$ cat config.mk
export PLATFORM = sky130hd
export DESIGN_NAME = cfr_clock_failure_recovery
export DESIGN_NICKNAME = d
export VERILOG_FILES = /design/src/rtl/cfr_pkg.sv /design/src/rtl/cfr_freq_mon.sv /design/src/rtl/cfr_clock_failure_recovery.sv
export SDC_FILE = /design/constraint.sdc
export NUM_CORES = 1
export LEC_CHECK = 0
export ABC_AREA = 1
export ABC_CLOCK_PERIOD_IN_PS = 4700
export BUFFER_PORTS_ARGS = -buffer_cell sky130_fd_sc_hd__buf_2
export CAP_MARGIN = 25
export CORE_ASPECT_RATIO = 1.75
export CORE_MARGIN = 2
export CORE_UTILIZATION = 58
export DETAILED_ROUTE_END_ITERATION = 16
export PLACE_DENSITY = 0.82
export SETUP_SLACK_MARGIN = 0.3
export SYNTH_ARGS = -nofsm -noshare
export SYNTH_HDL_FRONTEND = slang
export SYNTH_SLANG_ARGS = --single-unit
$ cat constraint.sdc
create_clock -name sys_clk -period 4.7 [get_ports sys_clk]
set_clock_uncertainty 0.1 [all_clocks]
set_input_delay 1.41 -clock sys_clk [delete_from_list [all_inputs] [get_ports sys_clk]]
set_output_delay 1.41 -clock sys_clk [all_outputs]
set_load 0.05 [all_outputs]
$ cat src/rtl/cfr_pkg.sv
package cfr_pkg;
  // system clock rate
  localparam int          CLK_HZ          = 40_000_000;
  // failure threshold: 1 kHz nominal, accepted band 500 Hz to 1.5 kHz
  localparam int          FAIL_FREQ_HZ    = 1000;
  // one nominal threshold period in cycles of sys_clk
  localparam int          FAIL_WIN_CYC    = CLK_HZ / FAIL_FREQ_HZ;
  localparam int          WIN_W           = 16;
  localparam logic [15:0] FAIL_WIN_CNT    = 16'(FAIL_WIN_CYC);
  // register map, byte addresses
  localparam logic [3:0]  ADDR_CTRL       = 4'h0;
  localparam logic [3:0]  ADDR_STATUS     = 4'h4;
  localparam logic [3:0]  ADDR_CLEAR      = 4'h8;
  localparam logic [3:0]  ADDR_IRQ_EN     = 4'hC;
  // control field positions
  localparam int          CTRL_SEL_LSB    = 0;
  localparam int          CTRL_PRIMARY_FAIL_DETECT_ENABLE_BIT  = 4;
  localparam int          CTRL_WDT_OSC_FAIL_DETECT_ENABLE_BIT  = 5;
  localparam int          CTRL_WDTOSC_BIT = 6;
  localparam int          CTRL_FORCED_BIT = 8;
  localparam int          CTRL_ACTWDT_BIT = 9;
  // status event bits
  localparam int          EV_PRIM_FAIL    = 0;
  localparam int          EV_WDT_FAIL     = 1;
  localparam int          EV_SWITCHED     = 2;
  // clock source encodings
  localparam logic [1:0]  SRC_IPO         = 2'h0;
  localparam logic [1:0]  SRC_EXT         = 2'h1;
  localparam logic [1:0]  SRC_WDT         = 2'h2;
  localparam logic [1:0]  SRC_XTAL        = 2'h3;
  // reset values
  localparam logic [1:0]  SEL_RST         = 2'h0;
  localparam logic        WDTOSC_RST      = 1'b1;
endpackage

$ cat src/rtl/cfr_freq_mon.sv
`timescale 1ns/100ps
// watches a sampled clock for a rising edge in each fixed window; flags too-slow
module cfr_freq_mon
  import cfr_pkg::*;
(
  input  wire logic sys_clk,
  input  wire logic rst,
  input  wire logic en,
  input  wire logic mon_clk,
  output logic      fail
);
  logic             s1_q, s2_q, s3_q;
  logic [WIN_W-1:0] win_q, win_d;
  logic             seen_q, seen_d;
  logic             fail_q, fail_d;

  // two-stage synchroniser plus edge history
  always_ff @(posedge sys_clk or posedge rst) begin
    if (rst) begin
      s1_q <= 1'b0;
      s2_q <= 1'b0;
      s3_q <= 1'b0;
    end else begin
      s1_q <= mon_clk;
      s2_q <= s1_q;
      s3_q <= s2_q;
    end
  end

  // window: no rising edge in one threshold period means failure
  always_comb begin
    win_d  = win_q;
    seen_d = seen_q;
    fail_d = 1'b0;
    if (!en) begin
      win_d  = '0;
      seen_d = 1'b0;
    end else begin
      if (s2_q && !s3_q) seen_d = 1'b1;
      if (win_q == FAIL_WIN_CNT - 16'h0001) begin
        win_d  = '0;
        fail_d = !(seen_q || (s2_q && !s3_q));
        seen_d = 1'b0;
      end else begin
        win_d = win_q + 16'h0001;
      end
    end
  end

  always_ff @(posedge sys_clk or posedge rst) begin
    if (rst) begin
      win_q  <= '0;
      seen_q <= 1'b0;
      fail_q <= 1'b0;
    end else begin
      win_q  <= win_d;
      seen_q <= seen_d;
      fail_q <= fail_d;
    end
  end

  assign fail = fail_q;
endmodule

$ cat src/rtl/cfr_clock_failure_recovery.sv
`timescale 1ns/100ps
module cfr_clock_failure_recovery
  import cfr_pkg::*;
(
  input  wire logic        sys_clk,
  input  wire logic        rst,
  input  wire logic        prim_clk,
  input  wire logic        wdt_osc_clk,
  input  wire logic        wdt_reset_en,
  input  wire logic [3:0]  avs_address,
  input  wire logic        avs_read,
  input  wire logic        avs_write,
  input  wire logic [31:0] avs_writedata,
  output logic [31:0]      avs_readdata,
  output logic             avs_waitrequest,
  output logic             use_wdt_clk,
  output logic             fail_nmi,
  output logic             irq
);
  logic [1:0]  sel_q, sel_d;
  logic        primary_fail_detect_enable_q, primary_fail_detect_enable_d;
  logic        wdt_osc_fail_detect_enable_q, wdt_osc_fail_detect_enable_d;
  logic        wdtosc_q, wdtosc_d;
  logic        forced_q, forced_d;
  logic        nmi_q, nmi_d;
  logic [2:0]  stat_q, stat_d;
  logic [2:0]  ien_q, ien_d;
  logic [31:0] rdata_q, rdata_d;
  logic        ack_q, ack_d;
  logic        prim_fail, wdt_fail;
  logic        wr_ctrl, wr_clr, wr_ien, can_fall;
  logic [2:0]  ev;

  // primary source and watchdog oscillator monitors
  cfr_freq_mon u_prim_mon (
    .sys_clk (sys_clk),
    .rst     (rst),
    .en      (primary_fail_detect_enable_q && !forced_q),
    .mon_clk (prim_clk),
    .fail    (prim_fail)
  );

  cfr_freq_mon u_wdt_mon (
    .sys_clk (sys_clk),
    .rst     (rst),
    .en      (wdt_osc_fail_detect_enable_q && wdtosc_q),
    .mon_clk (wdt_osc_clk),
    .fail    (wdt_fail)
  );

  // bus decode; one wait state then ack
  assign avs_waitrequest = (avs_read || avs_write) && !ack_q;
  assign wr_ctrl = avs_write && ack_q && avs_address == ADDR_CTRL;
  assign wr_clr  = avs_write && ack_q && avs_address == ADDR_CLEAR;
  assign wr_ien  = avs_write && ack_q && avs_address == ADDR_IRQ_EN;
  // fallback only with the watchdog osc enabled and not already the selected source
  assign can_fall = wdtosc_q && sel_q != SRC_WDT;

  // control, fallback and event state
  always_comb begin
    sel_d    = sel_q;
    primary_fail_detect_enable_d  = primary_fail_detect_enable_q;
    wdt_osc_fail_detect_enable_d  = wdt_osc_fail_detect_enable_q;
    wdtosc_d = wdtosc_q;
    forced_d = forced_q;
    nmi_d    = 1'b0;
    ev       = '0;
    ev[EV_PRIM_FAIL] = prim_fail;
    ev[EV_WDT_FAIL]  = wdt_fail;
    if (wr_ctrl) begin
      // a source write ends the forced state unless a fallback lands in the same cycle; enables apply at once
      sel_d    = avs_writedata[CTRL_SEL_LSB +: 2];
      primary_fail_detect_enable_d  = avs_writedata[CTRL_PRIMARY_FAIL_DETECT_ENABLE_BIT];
      wdt_osc_fail_detect_enable_d  = avs_writedata[CTRL_WDT_OSC_FAIL_DETECT_ENABLE_BIT];
      wdtosc_d = avs_writedata[CTRL_WDTOSC_BIT];
      forced_d = 1'b0;
    end
    if (prim_fail) begin
      nmi_d = 1'b1;
      if (can_fall) begin
        forced_d = 1'b1;
        ev[EV_SWITCHED] = 1'b1;
      end
    end
    // sticky status: set wins over clear
    stat_d = (stat_q & ~(wr_clr ? avs_writedata[2:0] : 3'h0)) | ev;
    ien_d  = wr_ien ? avs_writedata[2:0] : ien_q;
    rdata_d = '0;
    if (avs_read && !ack_q) begin
      case (avs_address)
        ADDR_CTRL: begin
          rdata_d[CTRL_SEL_LSB +: 2]  = sel_q;
          rdata_d[CTRL_PRIMARY_FAIL_DETECT_ENABLE_BIT]     = primary_fail_detect_enable_q;
          rdata_d[CTRL_WDT_OSC_FAIL_DETECT_ENABLE_BIT]     = wdt_osc_fail_detect_enable_q;
          rdata_d[CTRL_WDTOSC_BIT]    = wdtosc_q;
          rdata_d[CTRL_FORCED_BIT]    = forced_q;
          rdata_d[CTRL_ACTWDT_BIT]    = use_wdt_clk;
        end
        ADDR_STATUS: rdata_d[2:0] = stat_q;
        ADDR_IRQ_EN: rdata_d[2:0] = ien_q;
        default:     rdata_d = '0;
      endcase
    end else if (ack_q) begin
      rdata_d = rdata_q;
    end
    ack_d = (avs_read || avs_write) && !ack_q;
  end

  always_ff @(posedge sys_clk or posedge rst) begin
    if (rst) begin
      sel_q    <= SEL_RST;
      primary_fail_detect_enable_q  <= 1'b0;
      wdt_osc_fail_detect_enable_q  <= 1'b0;
      wdtosc_q <= WDTOSC_RST;
      forced_q <= 1'b0;
      nmi_q    <= 1'b0;
      stat_q   <= '0;
      ien_q    <= '0;
      rdata_q  <= '0;
      ack_q    <= 1'b0;
    end else begin
      sel_q    <= sel_d;
      primary_fail_detect_enable_q  <= primary_fail_detect_enable_d;
      wdt_osc_fail_detect_enable_q  <= wdt_osc_fail_detect_enable_d;
      wdtosc_q <= wdtosc_d;
      forced_q <= forced_d;
      nmi_q    <= nmi_d;
      stat_q   <= stat_d;
      ien_q    <= ien_d;
      rdata_q  <= rdata_d;
      ack_q    <= ack_d;
    end
  end

  // outputs
  assign use_wdt_clk  = forced_q || sel_q == SRC_WDT;
  assign fail_nmi     = nmi_q;
  assign irq          = |(stat_q & ien_q);
  assign avs_readdata = rdata_q;

  // checks

  // a failure with a usable fallback forces the watchdog clock
  a_fail_forces_wdt: assert property (@(posedge sys_clk) disable iff (rst)
    prim_fail && can_fall && !wr_ctrl |=> forced_q && use_wdt_clk)
    else $error("fallback did not engage");

  // no fallback with the watchdog oscillator off
  a_no_fall_wdtoff: assert property (@(posedge sys_clk) disable iff (rst)
    !forced_q && !wdtosc_q |=> !forced_q)
    else $error("fallback with watchdog osc off");

  // no fallback when the watchdog already is the source
  a_no_fall_wdtsel: assert property (@(posedge sys_clk) disable iff (rst)
    !forced_q && sel_q == SRC_WDT |=> !forced_q)
    else $error("fallback while watchdog is source");

  // failure event is a single-cycle pulse
  a_fail_nmi_pulse: assert property (@(posedge sys_clk) disable iff (rst)
    prim_fail |=> fail_nmi ##1 !fail_nmi)
    else $error("failure event not one pulse");

  // vector request only after a detected failure
  a_nmi_has_cause: assert property (@(posedge sys_clk) disable iff (rst)
    $rose(fail_nmi) |-> $past(prim_fail))
    else $error("failure event without cause");

  // forced state only left by a control write
  a_forced_holds: assert property (@(posedge sys_clk) disable iff (rst)
    forced_q && !wr_ctrl |=> forced_q)
    else $error("forced source dropped");

  // a control write with no failure ends the forced state
  a_wrsel_release: assert property (@(posedge sys_clk) disable iff (rst)
    wr_ctrl && !prim_fail |=> !forced_q)
    else $error("source write kept forced state");

  // fallback needs no watchdog reset function
  a_resetfn_indep: assert property (@(posedge sys_clk) disable iff (rst)
    prim_fail && wdtosc_q && sel_q != SRC_WDT && !wdt_reset_en
    && !wr_ctrl |=> forced_q)
    else $error("fallback needs watchdog reset");

  // primary failure lands in status
  a_status_sticky: assert property (@(posedge sys_clk) disable iff (rst)
    prim_fail |=> stat_q[EV_PRIM_FAIL])
    else $error("primary failure not latched");

  // a waiting request is answered on the next cycle
  a_ack_next: assert property (@(posedge sys_clk) disable iff (rst)
    (avs_read || avs_write) && avs_waitrequest |=> !avs_waitrequest)
    else $error("bus request not answered");

  // no wait state without a request
  a_idle_no_wait: assert property (@(posedge sys_clk) disable iff (rst)
    !avs_read && !avs_write |-> !avs_waitrequest)
    else $error("waitrequest while idle");

  // acknowledge lasts one cycle
  a_ack_single: assert property (@(posedge sys_clk) disable iff (rst)
    ack_q |=> !ack_q)
    else $error("acknowledge held too long");

  // source field takes the written value
  a_sel_written: assert property (@(posedge sys_clk) disable iff (rst)
    wr_ctrl |=> sel_q == $past(avs_writedata[CTRL_SEL_LSB +: 2]))
    else $error("source select not written");

  // primary detect enable takes the written value
  a_primary_fail_detect_enable_written: assert property (@(posedge sys_clk) disable iff (rst)
    wr_ctrl |=> primary_fail_detect_enable_q == $past(avs_writedata[CTRL_PRIMARY_FAIL_DETECT_ENABLE_BIT]))
    else $error("primary detect enable not written");

  // watchdog detect enable takes the written value
  a_wdt_osc_fail_detect_enable_written: assert property (@(posedge sys_clk) disable iff (rst)
    wr_ctrl |=> wdt_osc_fail_detect_enable_q == $past(avs_writedata[CTRL_WDT_OSC_FAIL_DETECT_ENABLE_BIT]))
    else $error("watchdog detect enable not written");

  // watchdog oscillator enable takes the written value
  a_wdtosc_written: assert property (@(posedge sys_clk) disable iff (rst)
    wr_ctrl |=> wdtosc_q == $past(avs_writedata[CTRL_WDTOSC_BIT]))
    else $error("watchdog osc enable not written");

  // interrupt enable takes the written value
  a_ien_written: assert property (@(posedge sys_clk) disable iff (rst)
    wr_ien |=> ien_q == $past(avs_writedata[2:0]))
    else $error("interrupt enable not written");

  // write-one clears the primary status bit
  a_clear_prim: assert property (@(posedge sys_clk) disable iff (rst)
    wr_clr && avs_writedata[EV_PRIM_FAIL] && !prim_fail
    |=> !stat_q[EV_PRIM_FAIL])
    else $error("primary status not cleared");

  // write-one clears the watchdog status bit
  a_clear_wdt: assert property (@(posedge sys_clk) disable iff (rst)
    wr_clr && avs_writedata[EV_WDT_FAIL] && !wdt_fail
    |=> !stat_q[EV_WDT_FAIL])
    else $error("watchdog status not cleared");

  // an event in the clear cycle still sets
  a_set_wins: assert property (@(posedge sys_clk) disable iff (rst)
    prim_fail && wr_clr |=> stat_q[EV_PRIM_FAIL])
    else $error("clear beat a failure event");

  // disabled detector stays quiet
  a_mon_off_quiet: assert property (@(posedge sys_clk) disable iff (rst)
    !primary_fail_detect_enable_q |=> !prim_fail)
    else $error("failure while detect disabled");

  // primary detector paused while forced
  a_mon_paused: assert property (@(posedge sys_clk) disable iff (rst)
    forced_q |=> !prim_fail)
    else $error("failure while forced");

  // watchdog detector off with its oscillator off
  a_wdtmon_off: assert property (@(posedge sys_clk) disable iff (rst)
    !wdtosc_q |=> !wdt_fail)
    else $error("watchdog failure with osc off");

  // watchdog failure lands in status
  a_wdt_latch: assert property (@(posedge sys_clk) disable iff (rst)
    wdt_fail |=> stat_q[EV_WDT_FAIL])
    else $error("watchdog failure not latched");

  // a switch-over is logged
  a_switch_logged: assert property (@(posedge sys_clk) disable iff (rst)
    prim_fail && can_fall |=> stat_q[EV_SWITCHED])
    else $error("switch-over not latched");

  // vector request only from the primary detector
  a_nmi_only_prim: assert property (@(posedge sys_clk) disable iff (rst)
    !prim_fail |=> !fail_nmi)
    else $error("failure event without primary fail");

  // status read returns the status register
  a_rd_status: assert property (@(posedge sys_clk) disable iff (rst)
    avs_read && !ack_q && avs_address == ADDR_STATUS
    |=> avs_readdata[2:0] == $past(stat_q))
    else $error("status read wrong");

  // control read shows the forced state
  a_rd_forced: assert property (@(posedge sys_clk) disable iff (rst)
    avs_read && !ack_q && avs_address == ADDR_CTRL
    |=> avs_readdata[CTRL_FORCED_BIT] == $past(forced_q))
    else $error("forced flag read wrong");

  // unmapped read gives zero
  a_rd_unmapped: assert property (@(posedge sys_clk) disable iff (rst)
    avs_read && !ack_q && avs_address == 4'h2
    |=> avs_readdata == 32'h0)
    else $error("unmapped read not zero");

  // read data stand through the answer cycle
  a_rdata_holds: assert property (@(posedge sys_clk) disable iff (rst)
    ack_q |=> avs_readdata == $past(avs_readdata))
    else $error("read data moved in answer cycle");
endmodule

Word level (Yosys, flattened, before mapping)
Index checks and enable logic that the tools add are counted.
- $add $sub $neg: 2
- equal/unequal tests: 10
- multiplexer cells: 27
- bitwise operators: 4
- reductions and logical operators: 23
- operators by type and width (operator ; count):
    $mux W16 ; 4
    $mux W32 ; 2
    $add A16 B1 Y16 const B ; 2
    $eq A16 B16 Y1 const B ; 2
    $mux W1 ; 16
    $logic_and A1 B1 Y1 ; 11
    $eq A4 B4 Y1 const B ; 2
    $and A3 B3 Y3 ; 2
    $logic_not A1 Y1 ; 6
    $mux W3 ; 2
    $ne A3 B3 Y1 const B ; 2
    $pmux W2 S3 ; 1
    $eq A4 B3 Y1 const B ; 1
    $logic_not A4 Y1 ; 1
    $logic_or A1 B1 Y1 ; 4
    $not A3 Y3 ; 1
    $or A3 B3 Y3 ; 1
    $reduce_or A3 Y1 ; 1
    $eq A2 B2 Y1 const B ; 1
    $mux W2 ; 1
    $ne A2 B1 Y1 const B ; 1
    $ne A2 B2 Y1 const B ; 1
    $pmux W1 S2 ; 1
- flip-flop bits (word level): 88
- input port bits: 43
- word-level logic and storage cells: 88

Depth between registers and ports, before layout
Gate-level depths: netlist of run 1.
- word-level depth: 6
- mapped depth: 8

By module
A second synthesis of run 1 with hierarchy kept.
- cell total of the unflattened synthesis: 408
- area, all modules: 3301.9 um^2
- by module, submodules not included (module ; instances ; cells an instance ; area an instance (um^2) ; seq. area each (um^2)):
    cfr_freq_mon ; 2 ; 130 ; 1037.2 ; 525.5
    cfr_clock_failure_recovery ; 1 ; 148 ; 1227.4 ; 551.8

Least setup slack after synthesis of run 1
No wires, ideal clock.
- path kind: in2out
- from: input port avs_read
- to: output port avs_waitrequest
- arrival time: 2.107 ns
- required time: 3.190 ns
- setup slack: 1.083 ns
- stages on the path: 2
- cells stage by stage: nor2_1 nor2_1
- longest elaborated chain between the ends: 2
- RTL lines (what ; line ; RTL):
    start: declaration ; cfr_clock_failure_recovery.sv:11 ; input wire logic avs_read,
    $logic_or A1 B1 Y1 ; cfr_clock_failure_recovery.sv:52 ; assign avs_waitrequest = (avs_read || avs_write) && !ack_q;
    $logic_and A1 B1 Y1 ; cfr_clock_failure_recovery.sv:52 ;
    end: declaration ; cfr_clock_failure_recovery.sv:15 ; output logic avs_waitrequest,
Every way passes these cells.

Final worst setup path of run 1
Ends and elaborated chain as after synthesis.

==> results of run 1 <==
## synth_stat cells, drive strengths merged
cell    number
a31oi        1
conb         1
o21bai       2
inv         46
dfrtp       63
buf         27
ha           2
xnor2        3
dfstp        1
o21a         1
a21oi        7
nor3         8
nand2       98
a21o         1
nand3       30
xor2         7
nand4        9
nor3b        1
nor2        79
o21ai       17
## worst paths after layout
path                                          from                   end  slack (ns)
worst max-delay path                      avs_read       avs_waitrequest        1.26
worst min-delay path               u_prim_mon.s1_q       u_prim_mon.s2_q        0.25
worst max register to register  u_wdt_mon.win_q[0]      u_wdt_mon.seen_q        3.18
worst min register to register     u_prim_mon.s1_q       u_prim_mon.s2_q        0.25
max in group asynchronous                      rst       avs_readdata[5]        2.82
min in group asynchronous                      rst  u_prim_mon.win_q[13]        0.94
## stage by stage
stage	area (um^2)	total power [mW]
detailed placement	3420	0.881
floorplan	3360	0.838
CTS	3600	1.31
global placement	3400	0.873
finish	3600	1.29
global route	3600	1.36
## cells by family after synthesis
group	after synthesis	synth area share, %
XOR/XNOR	10	2.68
flip-flops	64	49.0
other	1	0.115
AO/OA/AOI/OAI	29	4.89
adder cells (fa/ha/maj)	2	0.764
buffers and inverters	73	11.4
AND/OR/NAND/NOR	225	31.2
## worst register-to-register path: cells and delay by family (launching register included)
family,cells,cell delay (ns)
and+or+nand+nor,6,0.61
DFF,1,0.40
adders and majority gates,1,0.20
buffers and inverters,1,0.09
## power groups by stage
stage | clock [mW] | sequential (mW) | combinational [mW]
floorplan | 0 | 0.643 | 0.195
global placement | 0 | 0.644 | 0.229
detailed placement | 0 | 0.646 | 0.235
CTS | 0.435 | 0.635 | 0.236
global route | 0.459 | 0.641 | 0.262
finish | 0.425 | 0.635 | 0.232
## area by class of cell
cell class,instances,share of cell area [%]
Sequential cell,64,44.5
Multi-Input combinational cell,290,38.5
Inverter,46,4.80
Timing Repair Buffer,29,4.52
Clock buffer,10,3.82
Tap cell,76,2.64
Clock inverter,6,1.22
## flip-flops by register name, summed over array words and instances, names as in the netlist, 2 cells and up
signal / count
avs_readdata: 8
ien_q: 3
sel_q: 2
stat_q: 3
u_prim_mon.win_q: 16
u_wdt_mon.win_q: 16
## layer usage
layer / share of wire (%) / track usage (%) / up-vias
met3: 3.4 / 5.72 / 22
met4: 3.6 / 13.7 / 0
li1: - / - / 1292
met1: 38 / 23.1 / 1222
met5: 0 / 0 / -
met2: 55 / 40.8 / 61
==> out/qor.txt, run 1 <==
largest net degree at the start of global routing - 39
cell count after synthesis - 404
max cap viols - 0
Area Overhead vs Synth - 9.94%
CP Data Arrival Time - 1.93 ns
DR WL/cell - 12.1 um
first-pass GRT wire length - 10500 um
CTS hold repair buffers - 0
CTS buffer count - 9
buffers plus inverters on the worst setup path - 2
clock share of power - 32.9%
Finish-stage setup viols - 0
Die ar. - 6280 um^2
flops & latches, synth - 64
Pint - 860 uW
fin util - 65.5%
synthesized cell area - 3270 um^2
final hold vios - 0
worst-path fanout max - 2
library cells used by synthesis - 28
number of H-tree levels - 3
WHS Path Cells - 0
number of remaining DRC errors - 0
fmax - 291 MHz
post-synthesis sequential area ratio - 49.0%
GR Overflow Total - 0
Port Buffers - 27
RSZ-0062 raised after global routing - no
vias in the first global route - 2549
CP max stage delay - 0.28 ns
Pleak - 1.73 nW
Clk Latency, worst-skew pair - 0.35 ns
Largest delay share family, worst path - buffers and inverters
Slew Viols, Final - 0
synthesized area per cell - 8.10 um^2
Vias - 2597
die width - 60.8 um
Final ANT Viol Nets - 0
Ports - 79
reg2reg path depth - 8
Longest Clk Path Bufs - 2
commonest cells after routing, fill and taps aside - nand2_1, nor2_1, dfrtp_1, inv_1, buf_2
Logic pwr share - 18.0%
synth warn - 0
count of non-filler cells in the finished layout - 521
hold slack - 0.250 ns
Worst Setup End Kind - primary output
Tmin final - 3.44 ns
WP depth - 4
die height - 103 um
cell total after placement - 505
CP Class - primary input to primary output
Detail Placement HPWL - 4710 um
Yosys top cell area share - 48.2%
layout cells sized above 1 - 16.9%
area taken by multi-input logic gates - 1380 um^2
row count - 36
clock slew at reported path FFs - 0.07 ns
drt initial violations - 106
Final Cycle Share - 73.2%
Seq. cell area - 1600 um^2
Filler cells - 482
top post-synthesis cells by area - dfrtp_1, nand2_1, nor2_1, buf_4, inv_1
CTS tree - yes
CP Data Required Time - 3.19 ns
setup TNS - 0 ns
worst hold path type - register to register
postcts setup bufs - 0
Starting Density - 59.6%
clk root buf - clkbuf_8
Sw Pwr - 432 uW
min setup slack post-route - 1.26 ns
final WL - 6290 um
critical-path cell list - buf_2 > nor2_1 > nor2_1 > buf_2
slowest CP cell - buf_2
Cell Pwr Density - 359 nW/um^2
post-CTS sizing - 0
worst-case vdd ir drop - 0.353 mV
most common cell after layout, fill and taps aside - nand2_1
Sw Share - 33.4%
GPL Wtd Cong - 0.858
initial antenna violation count - 0
Clock Sinks - 64
GRT Total Usage - 22.9%
Setup Slack @ Placement - 1.26 ns
core area - 5500 um^2
layout net count - 485
Flop pwr share - 49.1%
crit path launch type - primary input
Pre-antenna DRT Iters - 5
ant diodes - 0
vias per inst - 4.98
status - finished, final reports clean
Synth area leader - dfrtp_1
Power figures use the tool's default switching activity.
==> run 2: changes to the inputs <==
--- a/config.mk
+++ b/config.mk
@@ -6,14 +6,14 @@
 export NUM_CORES = 1
 export LEC_CHECK = 0
 export ABC_AREA = 1
-export ABC_CLOCK_PERIOD_IN_PS = 4700
+export ABC_CLOCK_PERIOD_IN_PS = 3300
 export BUFFER_PORTS_ARGS = -buffer_cell sky130_fd_sc_hd__buf_2
 export CAP_MARGIN = 25
 export CORE_ASPECT_RATIO = 1.75
 export CORE_MARGIN = 2
-export CORE_UTILIZATION = 58
+export CORE_UTILIZATION = 53
 export DETAILED_ROUTE_END_ITERATION = 16
-export PLACE_DENSITY = 0.82
+export PLACE_DENSITY = 0.75
 export SETUP_SLACK_MARGIN = 0.3
 export SYNTH_ARGS = -nofsm -noshare
 export SYNTH_HDL_FRONTEND = slang
==> constraint.sdc (replaced) <==
create_clock -name sys_clk -period 3.3 [get_ports sys_clk]
set_clock_uncertainty 0.1 [all_clocks]
set_input_delay 0.99 -clock sys_clk [delete_from_list [all_inputs] [get_ports sys_clk]]
set_output_delay 0.99 -clock sys_clk [all_outputs]
set_load 0.05 [all_outputs]
==> run 2 against run 1 <==
Clock power increased by 80%. Non-clock buffer count shrank 1. Global-route usage decreased by 1.9 points. Setup slack got worse by 0.57 ns. Critical endpoint unchanged. Largest cell class unchanged. Highest routed layer unchanged.
==> out/qor.txt, run 2 (same netlist as run 1, synthesis figures left out) <==
first-pass GRT wire length - 11200 um
CTS buffer count - 9
Starting Density - 55.2%
die height - 108 um
CP Data Required Time - 2.21 ns
crit path launch type - primary input
CP Class - primary input to primary output
Pre-antenna DRT Iters - 4
clock slew at reported path FFs - 0.08 ns
CTS tree - yes
GR Overflow Total - 0
Cell Pwr Density - 551 nW/um^2
Ports - 79
final hold vios - 0
WHS Path Cells - 0
Tmin final - 2.61 ns
worst hold path type - register to register
worst-path fanout max - 2
layout cells sized above 1 - 16.7%
fmax - 383 MHz
RSZ-0062 raised after global routing - no
number of remaining DRC errors - 0
critical-path cell list - buf_2 > nor2_1 > nor2_1 > buf_2
CP Data Arrival Time - 1.52 ns
most common cell after layout, fill and taps aside - nand2_1
commonest cells after routing, fill and taps aside - nand2_1, nor2_1, dfrtp_1, inv_1, buf_2
Slew Viols, Final - 0
post-CTS sizing - 0
die width - 63.4 um
drt initial violations - 82
Final Cycle Share - 79.1%
reg2reg path depth - 8
clk root buf - clkbuf_8
number of H-tree levels - 3
Die ar. - 6850 um^2
Port Buffers - 27
Clk Latency, worst-skew pair - 0.35 ns
postcts setup bufs - 0
Final ANT Viol Nets - 0
Slew HR - 58.6%
Largest delay share family, worst path - buffers and inverters
hold slack - 0.255 ns
WL met1 - 2370 um
Pleak - 1.74 nW
R2R Path End - u_wdt_mon.seen_q
min setup slack post-route - 0.689 ns
CTS hold repair buffers - 0
largest net degree at the start of global routing - 37
CP max stage delay - 0.28 ns
vias in the first global route - 2664
vias per inst - 4.96
Setup Slack @ Placement - 0.678 ns
Worst Setup End Kind - primary output
max cap viols - 0
Detail Placement HPWL - 4780 um
setup TNS - 0 ns
Hold Startpoint - u_prim_mon.s1_q
final WL - 6330 um
wire length on met2 - 3550 um
slowest CP cell - buf_2
core area - 5930 um^2
wire length on met3 - 208 um
fin util - 61.4%
ant diodes - 0
highest metal used - met4
DR WL/cell - 12.1 um
Worst-Margin Slew - 0.620 ns
Longest Clk Path Bufs - 2
GPL Wtd Cong - 0.860
worst-case hold path end point - u_prim_mon.s2_q
register-to-register setup slack - 1.75 ns
Vias - 2588
Area Overhead vs Synth - 11.2%
layout net count - 484
GRT Total Usage - 21.0%
status - finished, final reports clean
Finish-stage setup viols - 0
row count - 37
Critical R2R Launch - u_wdt_mon.win_q[0]
initial antenna violation count - 0
buffers plus inverters on the worst setup path - 2
worst-case vdd ir drop - 0.356 mV
Clock Sinks - 64
run 2: changes by cell type in the layout (fill, tap and decap cells not counted), sizes merged:
| cell | previous run | this run |
|---|---|---|
| buf | 29 | 28 |
| bufinv | 0 | 2 |
| clkbuf | 10 | 9 |
| clkinv | 4 | 2 |
| inv | 47 | 48 |
run 2: metrics by stage:
step                      area (um^2)  cells  power [mW]
after floorplan                  3360    427        1.19
after global placement           3410    506        1.25
after detailed placement         3410    506        1.26
after CTS                        3640    522        2.02
after global routing             3640    522        2.09
final                            3640    522        2.00
run 2: final cells by class:
type,count,area (um^2)
Clock buffer,9,124
Fill cell,529,2290
Inverter,46,173
Clock inverter,7,103
Multi-Input combinational cell,290,1380
Sequential cell,64,1600
Tap cell,78,97.6
Timing Repair Buffer,28,155
run 2: worst max-delay path by stage:
stage,from,end,slack (ns),cells after the start
floorplan,avs_read,avs_waitrequest,0.52,2
global placement,avs_read,avs_waitrequest,0.73,4
detailed placement,avs_read,avs_waitrequest,0.68,4
CTS,avs_read,avs_waitrequest,0.68,4
global route,avs_write,avs_waitrequest,0.64,4
finish,avs_write,avs_waitrequest,0.69,4
run 2: power breakdown:
group | switching, mW | total, mW | internal, mW
clock | 0.331 | 0.764 | 0.433
sequential | 0.0538 | 0.906 | 0.852
combinational | 0.257 | 0.334 | 0.0773
run 2: routing by layer:
| layer | up-vias | track usage [%] |
|---|---|---|
| li1 | 1295 | - |
| met1 | 1215 | 21.6 |
| met2 | 58 | 39.1 |
| met3 | 20 | 4.27 |
| met4 | 0 | 11.5 |
| met5 | - | 0 |
